**config.mk**
```make
export PLATFORM = sky130hd
export DESIGN_NAME = gpio_ts_enables
export DESIGN_NICKNAME = d
export VERILOG_FILES = /design/src/rtl/gpio_ts_pkg.sv /design/src/rtl/reg_access_if.sv /design/src/rtl/pin_sync.sv /design/src/rtl/apb_byte_slave.sv /design/src/rtl/gpio_ts_enables.sv
export VERILOG_INCLUDE_DIRS = /design/src /design/src/rtl
export SDC_FILE = /design/constraint.sdc
export NUM_CORES = 1
export LEC_CHECK = 0
export BUFFER_PORTS_ARGS = -buffer_cell sky130_fd_sc_hd__buf_2
export CORE_MARGIN = 5
export CORE_UTILIZATION = 42
export CTS_CLUSTER_SIZE = 14
export DETAILED_ROUTE_END_ITERATION = 8
export MAX_ROUTING_LAYER = met4
export PLACE_DENSITY = 0.77
export SYNTH_ARGS = -nofsm -noshare
export SYNTH_HDL_FRONTEND = slang
export SYNTH_SLANG_ARGS = --single-unit
```
**constraint.sdc**
```tcl
create_clock -name clock -period 2.05 [get_ports clock]
set_input_delay 0.1025 -clock clock [delete_from_list [all_inputs] [get_ports clock]]
set_output_delay 0.1025 -clock clock [all_outputs]
set_load 0.01 [all_outputs]
```
**src/rtl/gpio_ts_params.svh**
```systemverilog
`ifndef GPIO_TS_PARAMS_SVH
`define GPIO_TS_PARAMS_SVH
// printed offsets are not all multiples of four: kept as indexes
`define IDX_PIN_LEVEL 8'h52
`define IDX_DATA_EN 8'h53
`define IDX_CTRL_EN 8'h54
`define RST_PIN_LEVEL 8'h00
`define RST_DATA_EN 8'h00
`define RST_CTRL_EN 8'h00
`define BIT_FRAMING_EN 1
`define BIT_BYTE_CLK_EN 0
`define PIN_LEVEL_MASK 8'hfd
`define CTRL_EN_MASK 8'h03
`endif

```
**src/rtl/gpio_ts_pkg.sv**
```systemverilog
package gpio_ts_pkg;
    typedef logic [7:0] reg_byte_t;
    typedef enum logic [2:0] {
        ST_IDLE = 3'b001,
        ST_SETUP = 3'b010,
        ST_ACCESS = 3'b100
    } apb_state_t;
endpackage : gpio_ts_pkg

```
**src/rtl/reg_access_if.sv**
```systemverilog
`timescale 1ns/1ps
interface reg_access_if;
    logic wr_strobe;
    logic [7:0] index;
    logic [7:0] wdata;
    logic [7:0] rdata;
    logic hit;
    modport bus (output wr_strobe, output index, output wdata, input rdata, input hit);
    modport regs (input wr_strobe, input index, input wdata, output rdata, output hit);
endinterface : reg_access_if

```
**src/rtl/pin_sync.sv**
```systemverilog
`timescale 1ns/1ps
module pin_sync #(
    parameter int WIDTH = 8
) (
    input wire logic clock,
    input wire logic sys_rst,
    input wire logic [WIDTH-1:0] async_in,
    output logic [WIDTH-1:0] sync_out
);
    logic [WIDTH-1:0] stage1_reg;
    logic [WIDTH-1:0] stage2_reg;
    // first stage feeds only the second
    always_ff @(posedge clock) begin
        if (sys_rst) begin
            stage1_reg <= '0;
            stage2_reg <= '0;
        end else begin
            stage1_reg <= async_in;
            stage2_reg <= stage1_reg;
        end
    end
    assign sync_out = stage2_reg;
endmodule : pin_sync

```
**src/rtl/apb_byte_slave.sv**
```systemverilog
`timescale 1ns/1ps
`include "gpio_ts_params.svh"
module apb_byte_slave (
    input wire logic clock,
    input wire logic sys_rst,
    input wire logic psel,
    input wire logic penable,
    input wire logic pwrite,
    input wire logic [11:0] paddr,
    input wire logic [31:0] pwdata,
    input wire logic [3:0] pstrb,
    output logic [31:0] prdata,
    output logic pready,
    output logic pslverr,
    reg_access_if.bus ra
);
    logic [31:0] prdata_reg;
    logic pready_reg;
    logic pslverr_reg;
    wire setup_phase = psel && !penable;
    wire aligned = (paddr[1:0] == 2'b00);
    // refused accesses neither write nor leak a register on read
    wire mapped = aligned && ra.hit && (paddr[11:10] == 2'b00);
    wire access_done = psel && penable && pready_reg;
    // no wait state: answer registered at the end of setup, valid in the first access cycle
    assign ra.index = paddr[9:2];
    assign ra.wdata = pwdata[7:0];
    assign ra.wr_strobe = access_done && pwrite && mapped && pstrb[0];
    always_ff @(posedge clock) begin
        if (sys_rst) begin
            prdata_reg <= 32'h0000_0000;
            pready_reg <= 1'b0;
            pslverr_reg <= 1'b0;
        end else begin
            pready_reg <= setup_phase;
            pslverr_reg <= setup_phase && !mapped;
            prdata_reg <= (setup_phase && !pwrite && mapped) ? {24'h000000, ra.rdata} :
                          32'h0000_0000;
        end
    end
    assign prdata = prdata_reg;
    assign pready = pready_reg;
    assign pslverr = pslverr_reg;
endmodule : apb_byte_slave

```
**src/rtl/gpio_ts_enables.sv**
```systemverilog
`timescale 1ns/1ps
`include "gpio_ts_params.svh"
module gpio_ts_enables (
    input wire logic clock,
    input wire logic sys_rst,
    input wire logic psel,
    input wire logic penable,
    input wire logic pwrite,
    input wire logic [11:0] paddr,
    input wire logic [31:0] pwdata,
    input wire logic [3:0] pstrb,
    output logic [31:0] prdata,
    output logic pready,
    output logic pslverr,
    input wire logic [7:0] gpio_pins_in,
    input wire logic [7:0] stream_data_in,
    input wire logic packet_frame_strobe_in,
    input wire logic packet_first_byte_flag_in,
    input wire logic packet_error_flag_in,
    input wire logic stream_byte_clock_in,
    output logic [7:0] stream_data_out,
    output logic [7:0] stream_data_oe,
    output logic packet_frame_strobe_out,
    output logic packet_first_byte_flag_out,
    output logic packet_error_flag_out,
    output logic framing_oe,
    output logic byte_clock_out,
    output logic byte_clock_oe
);
    reg_access_if ra();
    gpio_ts_pkg::reg_byte_t pin_level_reg;
    gpio_ts_pkg::reg_byte_t stream_data_pin_enables_reg;
    gpio_ts_pkg::reg_byte_t stream_control_pin_enables_reg;
    logic [7:0] pins_sync;
    logic [7:0] data_out_reg;
    logic [2:0] framing_out_reg;
    logic byte_clock_out_reg;
    logic framing_oe_reg;
    logic byte_clock_oe_reg;
    logic [7:0] data_oe_reg;

    apb_byte_slave u_bus (
        .clock(clock),
        .sys_rst(sys_rst),
        .psel(psel),
        .penable(penable),
        .pwrite(pwrite),
        .paddr(paddr),
        .pwdata(pwdata),
        .pstrb(pstrb),
        .prdata(prdata),
        .pready(pready),
        .pslverr(pslverr),
        .ra(ra.bus)
    );

    pin_sync #(.WIDTH(8)) u_sync (
        .clock(clock),
        .sys_rst(sys_rst),
        .async_in(gpio_pins_in),
        .sync_out(pins_sync)
    );

    wire sel_level = (ra.index == `IDX_PIN_LEVEL);
    wire sel_data = (ra.index == `IDX_DATA_EN);
    wire sel_ctrl = (ra.index == `IDX_CTRL_EN);
    assign ra.hit = sel_level || sel_data || sel_ctrl;
    assign ra.rdata = sel_level ? pin_level_reg :
                      sel_data ? stream_data_pin_enables_reg :
                      sel_ctrl ? stream_control_pin_enables_reg : 8'h00;
    wire framing_en = stream_control_pin_enables_reg[`BIT_FRAMING_EN];
    wire clk_en = stream_control_pin_enables_reg[`BIT_BYTE_CLK_EN];

    // readback refreshed every cycle, three flops behind the pin
    always_ff @(posedge clock) begin
        if (sys_rst) begin
            pin_level_reg <= `RST_PIN_LEVEL;
        end else begin
            pin_level_reg <= pins_sync & `PIN_LEVEL_MASK;
        end
    end

    always_ff @(posedge clock) begin
        if (sys_rst) begin
            stream_data_pin_enables_reg <= `RST_DATA_EN;
            stream_control_pin_enables_reg <= `RST_CTRL_EN;
        end else if (ra.wr_strobe) begin
            if (sel_data) begin
                stream_data_pin_enables_reg <= ra.wdata;
            end
            if (sel_ctrl) begin
                stream_control_pin_enables_reg <= ra.wdata & `CTRL_EN_MASK;
            end
        end
    end

    // pads get registered copies; costs one cycle of latency on the stream
    genvar gi;
    generate
        for (gi = 0; gi < 8; gi++) begin : g_data
            always_ff @(posedge clock) begin
                if (sys_rst) begin
                    data_oe_reg[gi] <= 1'b0;
                    data_out_reg[gi] <= 1'b0;
                end else begin
                    data_oe_reg[gi] <= stream_data_pin_enables_reg[gi];
                    data_out_reg[gi] <= stream_data_in[gi] & stream_data_pin_enables_reg[gi];
                end
            end
        end
    endgenerate

    always_ff @(posedge clock) begin
        if (sys_rst) begin
            framing_oe_reg <= 1'b0;
            byte_clock_oe_reg <= 1'b0;
            framing_out_reg <= 3'b000;
            byte_clock_out_reg <= 1'b0;
        end else begin
            framing_oe_reg <= framing_en;
            byte_clock_oe_reg <= clk_en;
            framing_out_reg <= {packet_frame_strobe_in, packet_first_byte_flag_in,
                                packet_error_flag_in} & {3{framing_en}};
            byte_clock_out_reg <= stream_byte_clock_in & clk_en;
        end
    end

    assign stream_data_out = data_out_reg;
    assign stream_data_oe = data_oe_reg;
    assign packet_frame_strobe_out = framing_out_reg[2];
    assign packet_first_byte_flag_out = framing_out_reg[1];
    assign packet_error_flag_out = framing_out_reg[0];
    assign framing_oe = framing_oe_reg;
    assign byte_clock_out = byte_clock_out_reg;
    assign byte_clock_oe = byte_clock_oe_reg;

    property p_bit1_zero;
        @(posedge clock) disable iff (sys_rst) pin_level_reg[1] == 1'b0;
    endproperty
    a_bit1_zero: assert property (p_bit1_zero) else $error("readback bit 1 not zero");

    // the readback check holds off until the sync chain has refilled after reset
    logic [1:0] settle_cnt_reg;
    always_ff @(posedge clock) begin
        if (sys_rst) begin
            settle_cnt_reg <= 2'h0;
        end else if (settle_cnt_reg != 2'h3) begin
            settle_cnt_reg <= settle_cnt_reg + 2'h1;
        end
    end

    property p_level_follows;
        @(posedge clock) disable iff (sys_rst)
            settle_cnt_reg == 2'h3 |->
                pin_level_reg == ($past(gpio_pins_in, 3) & `PIN_LEVEL_MASK);
    endproperty
    a_level_follows: assert property (p_level_follows) else $error("readback lags pins");

    property p_data_oe;
        @(posedge clock) disable iff (sys_rst)
            ##1 stream_data_oe == $past(stream_data_pin_enables_reg);
    endproperty
    a_data_oe: assert property (p_data_oe) else $error("data enable mismatch");

    property p_data_write;
        @(posedge clock) disable iff (sys_rst)
            ra.wr_strobe && sel_data |=> stream_data_pin_enables_reg == $past(ra.wdata);
    endproperty
    a_data_write: assert property (p_data_write) else $error("data enable write lost");

    property p_reset_clear;
        @(posedge clock) sys_rst |=> stream_data_pin_enables_reg == 8'h00
            && stream_control_pin_enables_reg == 8'h00;
    endproperty
    a_reset_clear: assert property (p_reset_clear) else $error("enables not cleared");

    property p_framing_oe;
        @(posedge clock) disable iff (sys_rst)
            ##1 framing_oe == $past(stream_control_pin_enables_reg[1]);
    endproperty
    a_framing_oe: assert property (p_framing_oe) else $error("framing enable mismatch");

    property p_reset_oe;
        @(posedge clock) sys_rst |=> !framing_oe && !byte_clock_oe && stream_data_oe == 8'h00;
    endproperty
    a_reset_oe: assert property (p_reset_oe) else $error("outputs enabled after reset");

    property p_clk_gate;
        @(posedge clock) disable iff (sys_rst)
            !byte_clock_oe |-> !byte_clock_out;
    endproperty
    a_clk_gate: assert property (p_clk_gate) else $error("byte clock toggles while off");

    property p_reserved;
        @(posedge clock) disable iff (sys_rst) stream_control_pin_enables_reg[7:2] == 6'h00;
    endproperty
    a_reserved: assert property (p_reserved) else $error("reserved control bits set");

    property p_float;
        @(posedge clock) disable iff (sys_rst)
            !framing_oe |-> framing_out_reg == 3'b000;
    endproperty
    a_float: assert property (p_float) else $error("framing driven while off");

    property p_bclk_oe;
        @(posedge clock) disable iff (sys_rst)
            ##1 byte_clock_oe == $past(stream_control_pin_enables_reg[`BIT_BYTE_CLK_EN]);
    endproperty
    a_bclk_oe: assert property (p_bclk_oe) else $error("clock enable mismatch");

    property p_data_gate;
        @(posedge clock) disable iff (sys_rst)
            ##1 stream_data_out ==
                ($past(stream_data_in) & $past(stream_data_pin_enables_reg));
    endproperty
    a_data_gate: assert property (p_data_gate) else $error("data gate mismatch");

    property p_frame_out;
        @(posedge clock) disable iff (sys_rst)
            ##1 framing_out_reg == ($past({packet_frame_strobe_in, packet_first_byte_flag_in,
                packet_error_flag_in}) & {3{$past(framing_en)}});
    endproperty
    a_frame_out: assert property (p_frame_out) else $error("framing gate mismatch");

    property p_bclk_out;
        @(posedge clock) disable iff (sys_rst)
            ##1 byte_clock_out == ($past(stream_byte_clock_in) & $past(clk_en));
    endproperty
    a_bclk_out: assert property (p_bclk_out) else $error("byte clock gate mismatch");

    property p_ctrl_write;
        @(posedge clock) disable iff (sys_rst)
            ra.wr_strobe && sel_ctrl |=>
                stream_control_pin_enables_reg == ($past(ra.wdata) & `CTRL_EN_MASK);
    endproperty
    a_ctrl_write: assert property (p_ctrl_write) else $error("control write wrong");

    // enables move only on a decoded write; a stray strobe would open pads
    property p_data_hold;
        @(posedge clock) disable iff (sys_rst)
            !(ra.wr_strobe && sel_data) |=> $stable(stream_data_pin_enables_reg);
    endproperty
    a_data_hold: assert property (p_data_hold) else $error("data enables changed");

    property p_ctrl_hold;
        @(posedge clock) disable iff (sys_rst)
            !(ra.wr_strobe && sel_ctrl) |=> $stable(stream_control_pin_enables_reg);
    endproperty
    a_ctrl_hold: assert property (p_ctrl_hold) else $error("control enables changed");

    property p_no_bad_write;
        @(posedge clock) disable iff (sys_rst)
            ra.wr_strobe |-> paddr[11:10] == 2'h0 && paddr[1:0] == 2'h0;
    endproperty
    a_no_bad_write: assert property (p_no_bad_write) else $error("refused write taken");

    property p_level_rdata;
        @(posedge clock) disable iff (sys_rst) sel_level |-> ra.rdata[1] == 1'b0;
    endproperty
    a_level_rdata: assert property (p_level_rdata) else $error("readback bit 1 set");

    property p_ctrl_rdata;
        @(posedge clock) disable iff (sys_rst) sel_ctrl |-> ra.rdata[7:2] == 6'h00;
    endproperty
    a_ctrl_rdata: assert property (p_ctrl_rdata) else $error("reserved bits read back");

    property p_data_rdata;
        @(posedge clock) disable iff (sys_rst) sel_data |-> ra.rdata == stream_data_pin_enables_reg;
    endproperty
    a_data_rdata: assert property (p_data_rdata) else $error("data enables read wrong");

    property p_level_reset;
        @(posedge clock) sys_rst |=> pin_level_reg == `RST_PIN_LEVEL;
    endproperty
    a_level_reset: assert property (p_level_reset) else $error("readback not cleared");

    property p_pad_reset;
        @(posedge clock) sys_rst |=> stream_data_out == 8'h00 && framing_out_reg == 3'h0
            && !byte_clock_out;
    endproperty
    a_pad_reset: assert property (p_pad_reset) else $error("pads driven after reset");

    property p_data_float;
        @(posedge clock) disable iff (sys_rst)
            (stream_data_out & ~stream_data_oe) == 8'h00;
    endproperty
    a_data_float: assert property (p_data_float) else $error("data driven while off");

    property p_bad_rdata;
        @(posedge clock) disable iff (sys_rst)
            psel && penable && pready && pslverr |-> prdata == 32'h0000_0000;
    endproperty
    a_bad_rdata: assert property (p_bad_rdata) else $error("refused read leaked data");

    c_data_wr: cover property (@(posedge clock) ra.wr_strobe && sel_data);
    c_ctrl_wr: cover property (@(posedge clock) ra.wr_strobe && sel_ctrl);
    c_level_rd: cover property (@(posedge clock) psel && penable && pready && !pwrite && sel_level);
    c_refused: cover property (@(posedge clock) psel && penable && pready && pslverr);
    c_all_open: cover property (@(posedge clock)
        framing_oe && byte_clock_oe && stream_data_oe == 8'hff);
endmodule : gpio_ts_enables

```
# ---- Word level (Yosys, flattened, before mapping)
# Index checks and enable logic that the tools add are counted.
dict set report classes {
  addsub 0
  mul 0
  div_mod_pow 0
  magnitude_cmp 0
  eq_ne 3
  n_shift 0
  mux 3
  bitwise_logic 11
  n_reduce_logical 21
}
# op n
set ops {}
lappend ops {{8-bit by 7-bit equality test with 1-bit output, second input constant} 3}
lappend ops {{8-bit 2-to-1 mux} 2}
lappend ops {{1-bit logical AND} 11}
lappend ops {{1-bit bitwise AND} 9}
lappend ops {{2-bit zero test} 2}
lappend ops {{2-bit AND reduction} 2}
lappend ops {{3-bit bitwise AND} 1}
lappend ops {{1-bit zero test} 3}
lappend ops {{1-bit logical OR} 2}
lappend ops {{2-bit 2-to-1 mux} 1}
lappend ops {{2-bit OR reduction} 1}
lappend ops {{1-bit inverter} 1}
dict set report totals {
  regBits 90
  latch_bits 0
  ramBits 0
  mem_bits_ro 0
  inputBits 73
  out_inout_bits 56
  wordCells 68
  n_memories 0
}

# ---- Logic depth before layout (Yosys ltp)
dict set report depth {
  depth_word 8
  ltp_mapped 4
}

# ---- By module
# A second synthesis with hierarchy kept.
dict set report hier_totals {
  cells_unflattened 233
  area_unflattened_um2 2568.7
}
# module n_inst cells_each area_each_um2 seq_area_each_um2
set modules_own_cells {}
lappend modules_own_cells {gpio_ts_enables 1 123 1373.8 780.7}
lappend modules_own_cells {apb_byte_slave 1 77 730.7 200.2}
lappend modules_own_cells {pin_sync 1 33 464.2 320.3}

# ---- Worst setup path before layout
# No wires, ideal clock.
dict set report synth_path {
  kind {input -> register}
  start {in paddr[1]}
  end {reg stream_data_pin_enables_reg[2]}
  setup_time_ns 0.121
  t_arrival_ns 1.357
  t_required_ns 1.929
  setup_slack_ns 0.572
  cell_stages 4
  n_path_buf 0
  cell_sequence {or4_4 nor3_4 nand4_4 mux2_2}
}
dict set report synth_via {
  elab_chain_len 6
}
# item line
set synth_rtl {}
lappend synth_rtl {{from (decl)} gpio_ts_enables.sv:9} ;# input wire logic [11:0] paddr,
lappend synth_rtl {{2-bit zero test} apb_byte_slave.sv:21} ;# wire aligned = (paddr[1:0] == 2'b00);
lappend synth_rtl {{1-bit logical AND (2 in a row)} apb_byte_slave.sv:23} ;# wire mapped = aligned && ra.hit && (paddr[11:10] == 2'b00);
lappend synth_rtl {{1-bit logical AND (2 in a row)} apb_byte_slave.sv:28} ;# assign ra.wr_strobe = access_done && pwrite && mapped && pstrb[0];
lappend synth_rtl {{2-bit AND reduction (no line)} n/a}
lappend synth_rtl {{to (signal assigned)} gpio_ts_enables.sv:85} ;# stream_data_pin_enables_reg <= `RST_DATA_EN;
lappend synth_rtl {{to (signal assigned)} gpio_ts_enables.sv:89} ;# stream_data_pin_enables_reg <= ra.wdata;
lappend synth_rtl {{to (decl)} gpio_ts_enables.sv:32} ;# gpio_ts_pkg::reg_byte_t stream_data_pin_enables_reg;
# No other way between the ends.
# A chain may end at the register's enable or synchronous reset.

# ---- Worst setup path after layout
dict set report layout_path {
  start {in paddr[1]}
  end {reg stream_data_pin_enables_reg[7]}
}
# The elaborated chain is that of the path after synthesis.

==> metrics.md <==
| Metric | Value |
|---|---|
| Outcome | `complete, no violations` |
| Post-synth EDFFs | `0` |
| LEAKAGE | `between 1 and 1.5 nW` |
| Max-cap viol count | `0` |
| Pint | `around 1.8 mW` |
| Comb power frac | `about 6.4%` |
| Crit share post-route | `between 60% and 70%` |
| Placed insts | `334` |
| IO buf count | `between 70 and 80` |
| PostCTS Resize Cnt | `0` |
| Non-filler cells, final | `approximately 370` |
| Synth async-reset ratio | `0%` |
| Core area | `5070 um^2` |
| Crit Path Class | `input port to flip-flop` |
| Clock skew | `roughly 0.0071 ns` |
| RSZ-0062 raised after global routing | `false` |
| Data arrival time of the worst path | `approximately 1.6 ns` |
| Total GRT Usage | `12.4%` |
| Share of cells above drive strength 1 | `about a third` |
| Postcts setup bufs | `0` |
| Switching power | `0.472 mW` |
| Final setup viols | `0` |
| Nature of the critical path startpoint | `input port` |
| CP required | `about 2.3 ns` |
| Netlist cell types | `25` |
| WL/cell | `roughly 11 um` |
| Die area | `approximately 6700 um^2` |
| Sw frac | `21.1%` |
| Die H | `between 80 and 90 um` |
| Gr ovfl total | `0` |
| Setup TNS | `0 ns` |
| Power share of the clock group | `a little under two fifths` |
| Post-route ant nets | `0` |
| CP cell instances | `buf_2 > or4_4 > nor3_4 > nand4_4 > mux2_2` |
| Post-Synthesis Cells | `193` |
| Sequential share of power | `roughly 56%` |
| First-pass GRT wire length | `~6.0 mm` |
| Skew-Pair Late Insertion Delay | `roughly 0.32 ns` |
| Largest net degree at the start of global routing | `40` |
| Via Count | `roughly 1500` |
| Worst Hold Class | `input port to flip-flop` |
| Nature of the critical path endpoint | `flip-flop` |
| CP peak stage delay | `0.55 ns` |
| Initial core utilization | `around 43%` |
| Row count | `26` |
| TritonCTS buffer count | `9` |
| Crit Path Max Fanout | `8` |
| Antenna diodes | `0` |
| DR pass1 iterations | `5` |
| Register area share after synthesis | `58.1%` |
| Tot Pwr | `about 2.2 mW` |
| Clock sinks | `63` |
| Worst-path clk slew | `~0.06 ns` |
| Tmin final | `1.41 ns` |
| Hpwl dp | `between 2 and 3 mm` |
| CTS Hold Bufs | `19` |
| Total wire length | `a little under 4 mm` |
| Gp weighted congestion | `a little over 0.7` |
| Yosys warns | `0` |
| CP max stage cell | `or4_4` |
| CTS tree | `built` |
| Via/cell ratio | `4.03` |
| Final Hold Fails | `0` |
| Max VDD drop | `approximately 0.33 mV` |
| Vias in the first global route | `~1400` |
| Cell Area, Synth | `2170 um^2` |
| Synth Area per Inst | `approximately 11 um^2` |
| Initial antenna violation count | `0` |
| Drt first-iter violations | `42` |
| Root buffer cell | `clkbuf_8` |
| Final routed DRC violation total | `0` |
| Cell Pwr Density | `780 nW/um^2` |
| Die X | `slightly above 80 um` |
| Max Root-Sink Buffers | `2` |
| Num ports | `approximately 130` |
| Ys flop type | `dfxtp_1` |
| Area Overhead vs Synth | `32.3%` |
| # nets final | `approximately 370` |
| FF+latch count, synth | `63` |
| H-tree depth | `3` |
| Max Fclk | `about 700 MHz` |
| Final slew viol count | `0` |
-- area by class of cell --
| type | count | area, um^2 |
|---|---|---|
| sequential | 63 | 1260 |
| timing repair buffer | 96 | 578 |
| clock inverter | 2 | 10.0 |
| inverter | 5 | 18.8 |
| tap | 70 | 87.6 |
| fill | 482 | 2200 |
| multi-input combinational | 119 | 774 |
| clock buffer | 11 | 141 |
-- path summary, 6_finish.rpt --
| kind | startpoint | end | slack (ns) | depth (start not counted) |
|---|---|---|---|---|
| worst min register to register | u_sync.sync_out[5] | pin_level_reg[5] | 0.44 | 1 |
| worst max-delay path | paddr[1] | stream_data_pin_enables_reg[7] | 0.64 | 5 |
| worst min-delay path | pwdata[0] | stream_control_pin_enables_reg[0] | 0.06 | 3 |
| worst max register to register | u_bus.pready | stream_data_pin_enables_reg[7] | 0.72 | 4 |
-- layout by cell type, fill, tap and decap left out, types with 2 or more instances in the layout --
| cell | netlist | layout |
|---|---|---|
| nor2b_1 | 34 | 34 |
| nand2b_1 | 7 | 7 |
| and2_1 | 12 | 12 |
| nand3_1 | 2 | 2 |
| or3b_2 | 2 | 2 |
| clkinv_2 | 0 | 2 |
| clkbuf_8 | 0 | 10 |
| dlygate4sd3_1 | 0 | 19 |
| inv_1 | 5 | 5 |
| nor2_1 | 9 | 9 |
| mux2_2 | 7 | 7 |
| dfxtp_1 | 63 | 63 |
| conb_1 | 1 | 24 |
| mux2i_1 | 10 | 10 |
| buf_2 | 0 | 76 |
-- layer usage --
layer	part of all wire (%)	GRT usage, %	vias to the layer above	wire length (um)
met5	0	-	-	0
met3	9.3	5.48	5	366
li1	-	-	769	-
met1	43	13.7	634	1710
met4	1.2	5.98	0	49
met2	46	19.1	67	1830
-- Yosys cell counts (2+ instances only) --
cell | instances | area [um^2]
dfxtp_1 | 63 | 1260
nor2b_1 | 34 | 213
buf_4 | 25 | 188
and2_1 | 12 | 75.1
mux2i_1 | 10 | 100
nor2_1 | 9 | 33.8
mux2_2 | 7 | 78.8
nand2b_1 | 7 | 43.8
inv_1 | 5 | 18.8
clkbuf_1 | 4 | 15.0
nand3_1 | 2 | 10.0
or3b_2 | 2 | 17.5
-- power groups by stage --
stage / clock network (mW) / logic [mW] / registers (mW)
floorplan: 0 / 0.100 / 1.27
global placement: 0 / 0.113 / 1.27
detailed placement: 0 / 0.115 / 1.27
CTS: 0.881 / 0.143 / 1.25
global route: 0.939 / 0.160 / 1.25
finish: 0.850 / 0.144 / 1.25
-- cells by family (layout without fill, tap and decap cells) --
| logic type | Yosys count | in the layout | share of synthesized area, % |
|---|---|---|---|
| buf+inv | 34 | 114 | 10.2 |
| other cells | 1 | 24 | 0.173 |
| mux | 17 | 17 | 8.24 |
| simple gates | 75 | 75 | 22.3 |
| compound gates | 3 | 3 | 0.980 |
| flops | 63 | 63 | 58.1 |
-- worst max-delay path: cells and delay by family --
family        cells  cell delay [ns]
buf+inv           1             0.09
mux               1             0.35
simple gates      3             1.07
-- stage by stage --
stage                     setup WS (ns)  cell area (um^2)  utilization, %  hold slack (ns)
after floorplan                   0.572              2260               -            0.190
after global placement            0.365              2530            49.9            0.301
after detailed placement          0.302              2530            49.9            0.305
after CTS                         0.639              2870            56.6           0.0472
after global routing              0.580              2870            56.6           0.0713
final                             0.636              2870            56.6           0.0633
Power figures use the tool's default switching activity.
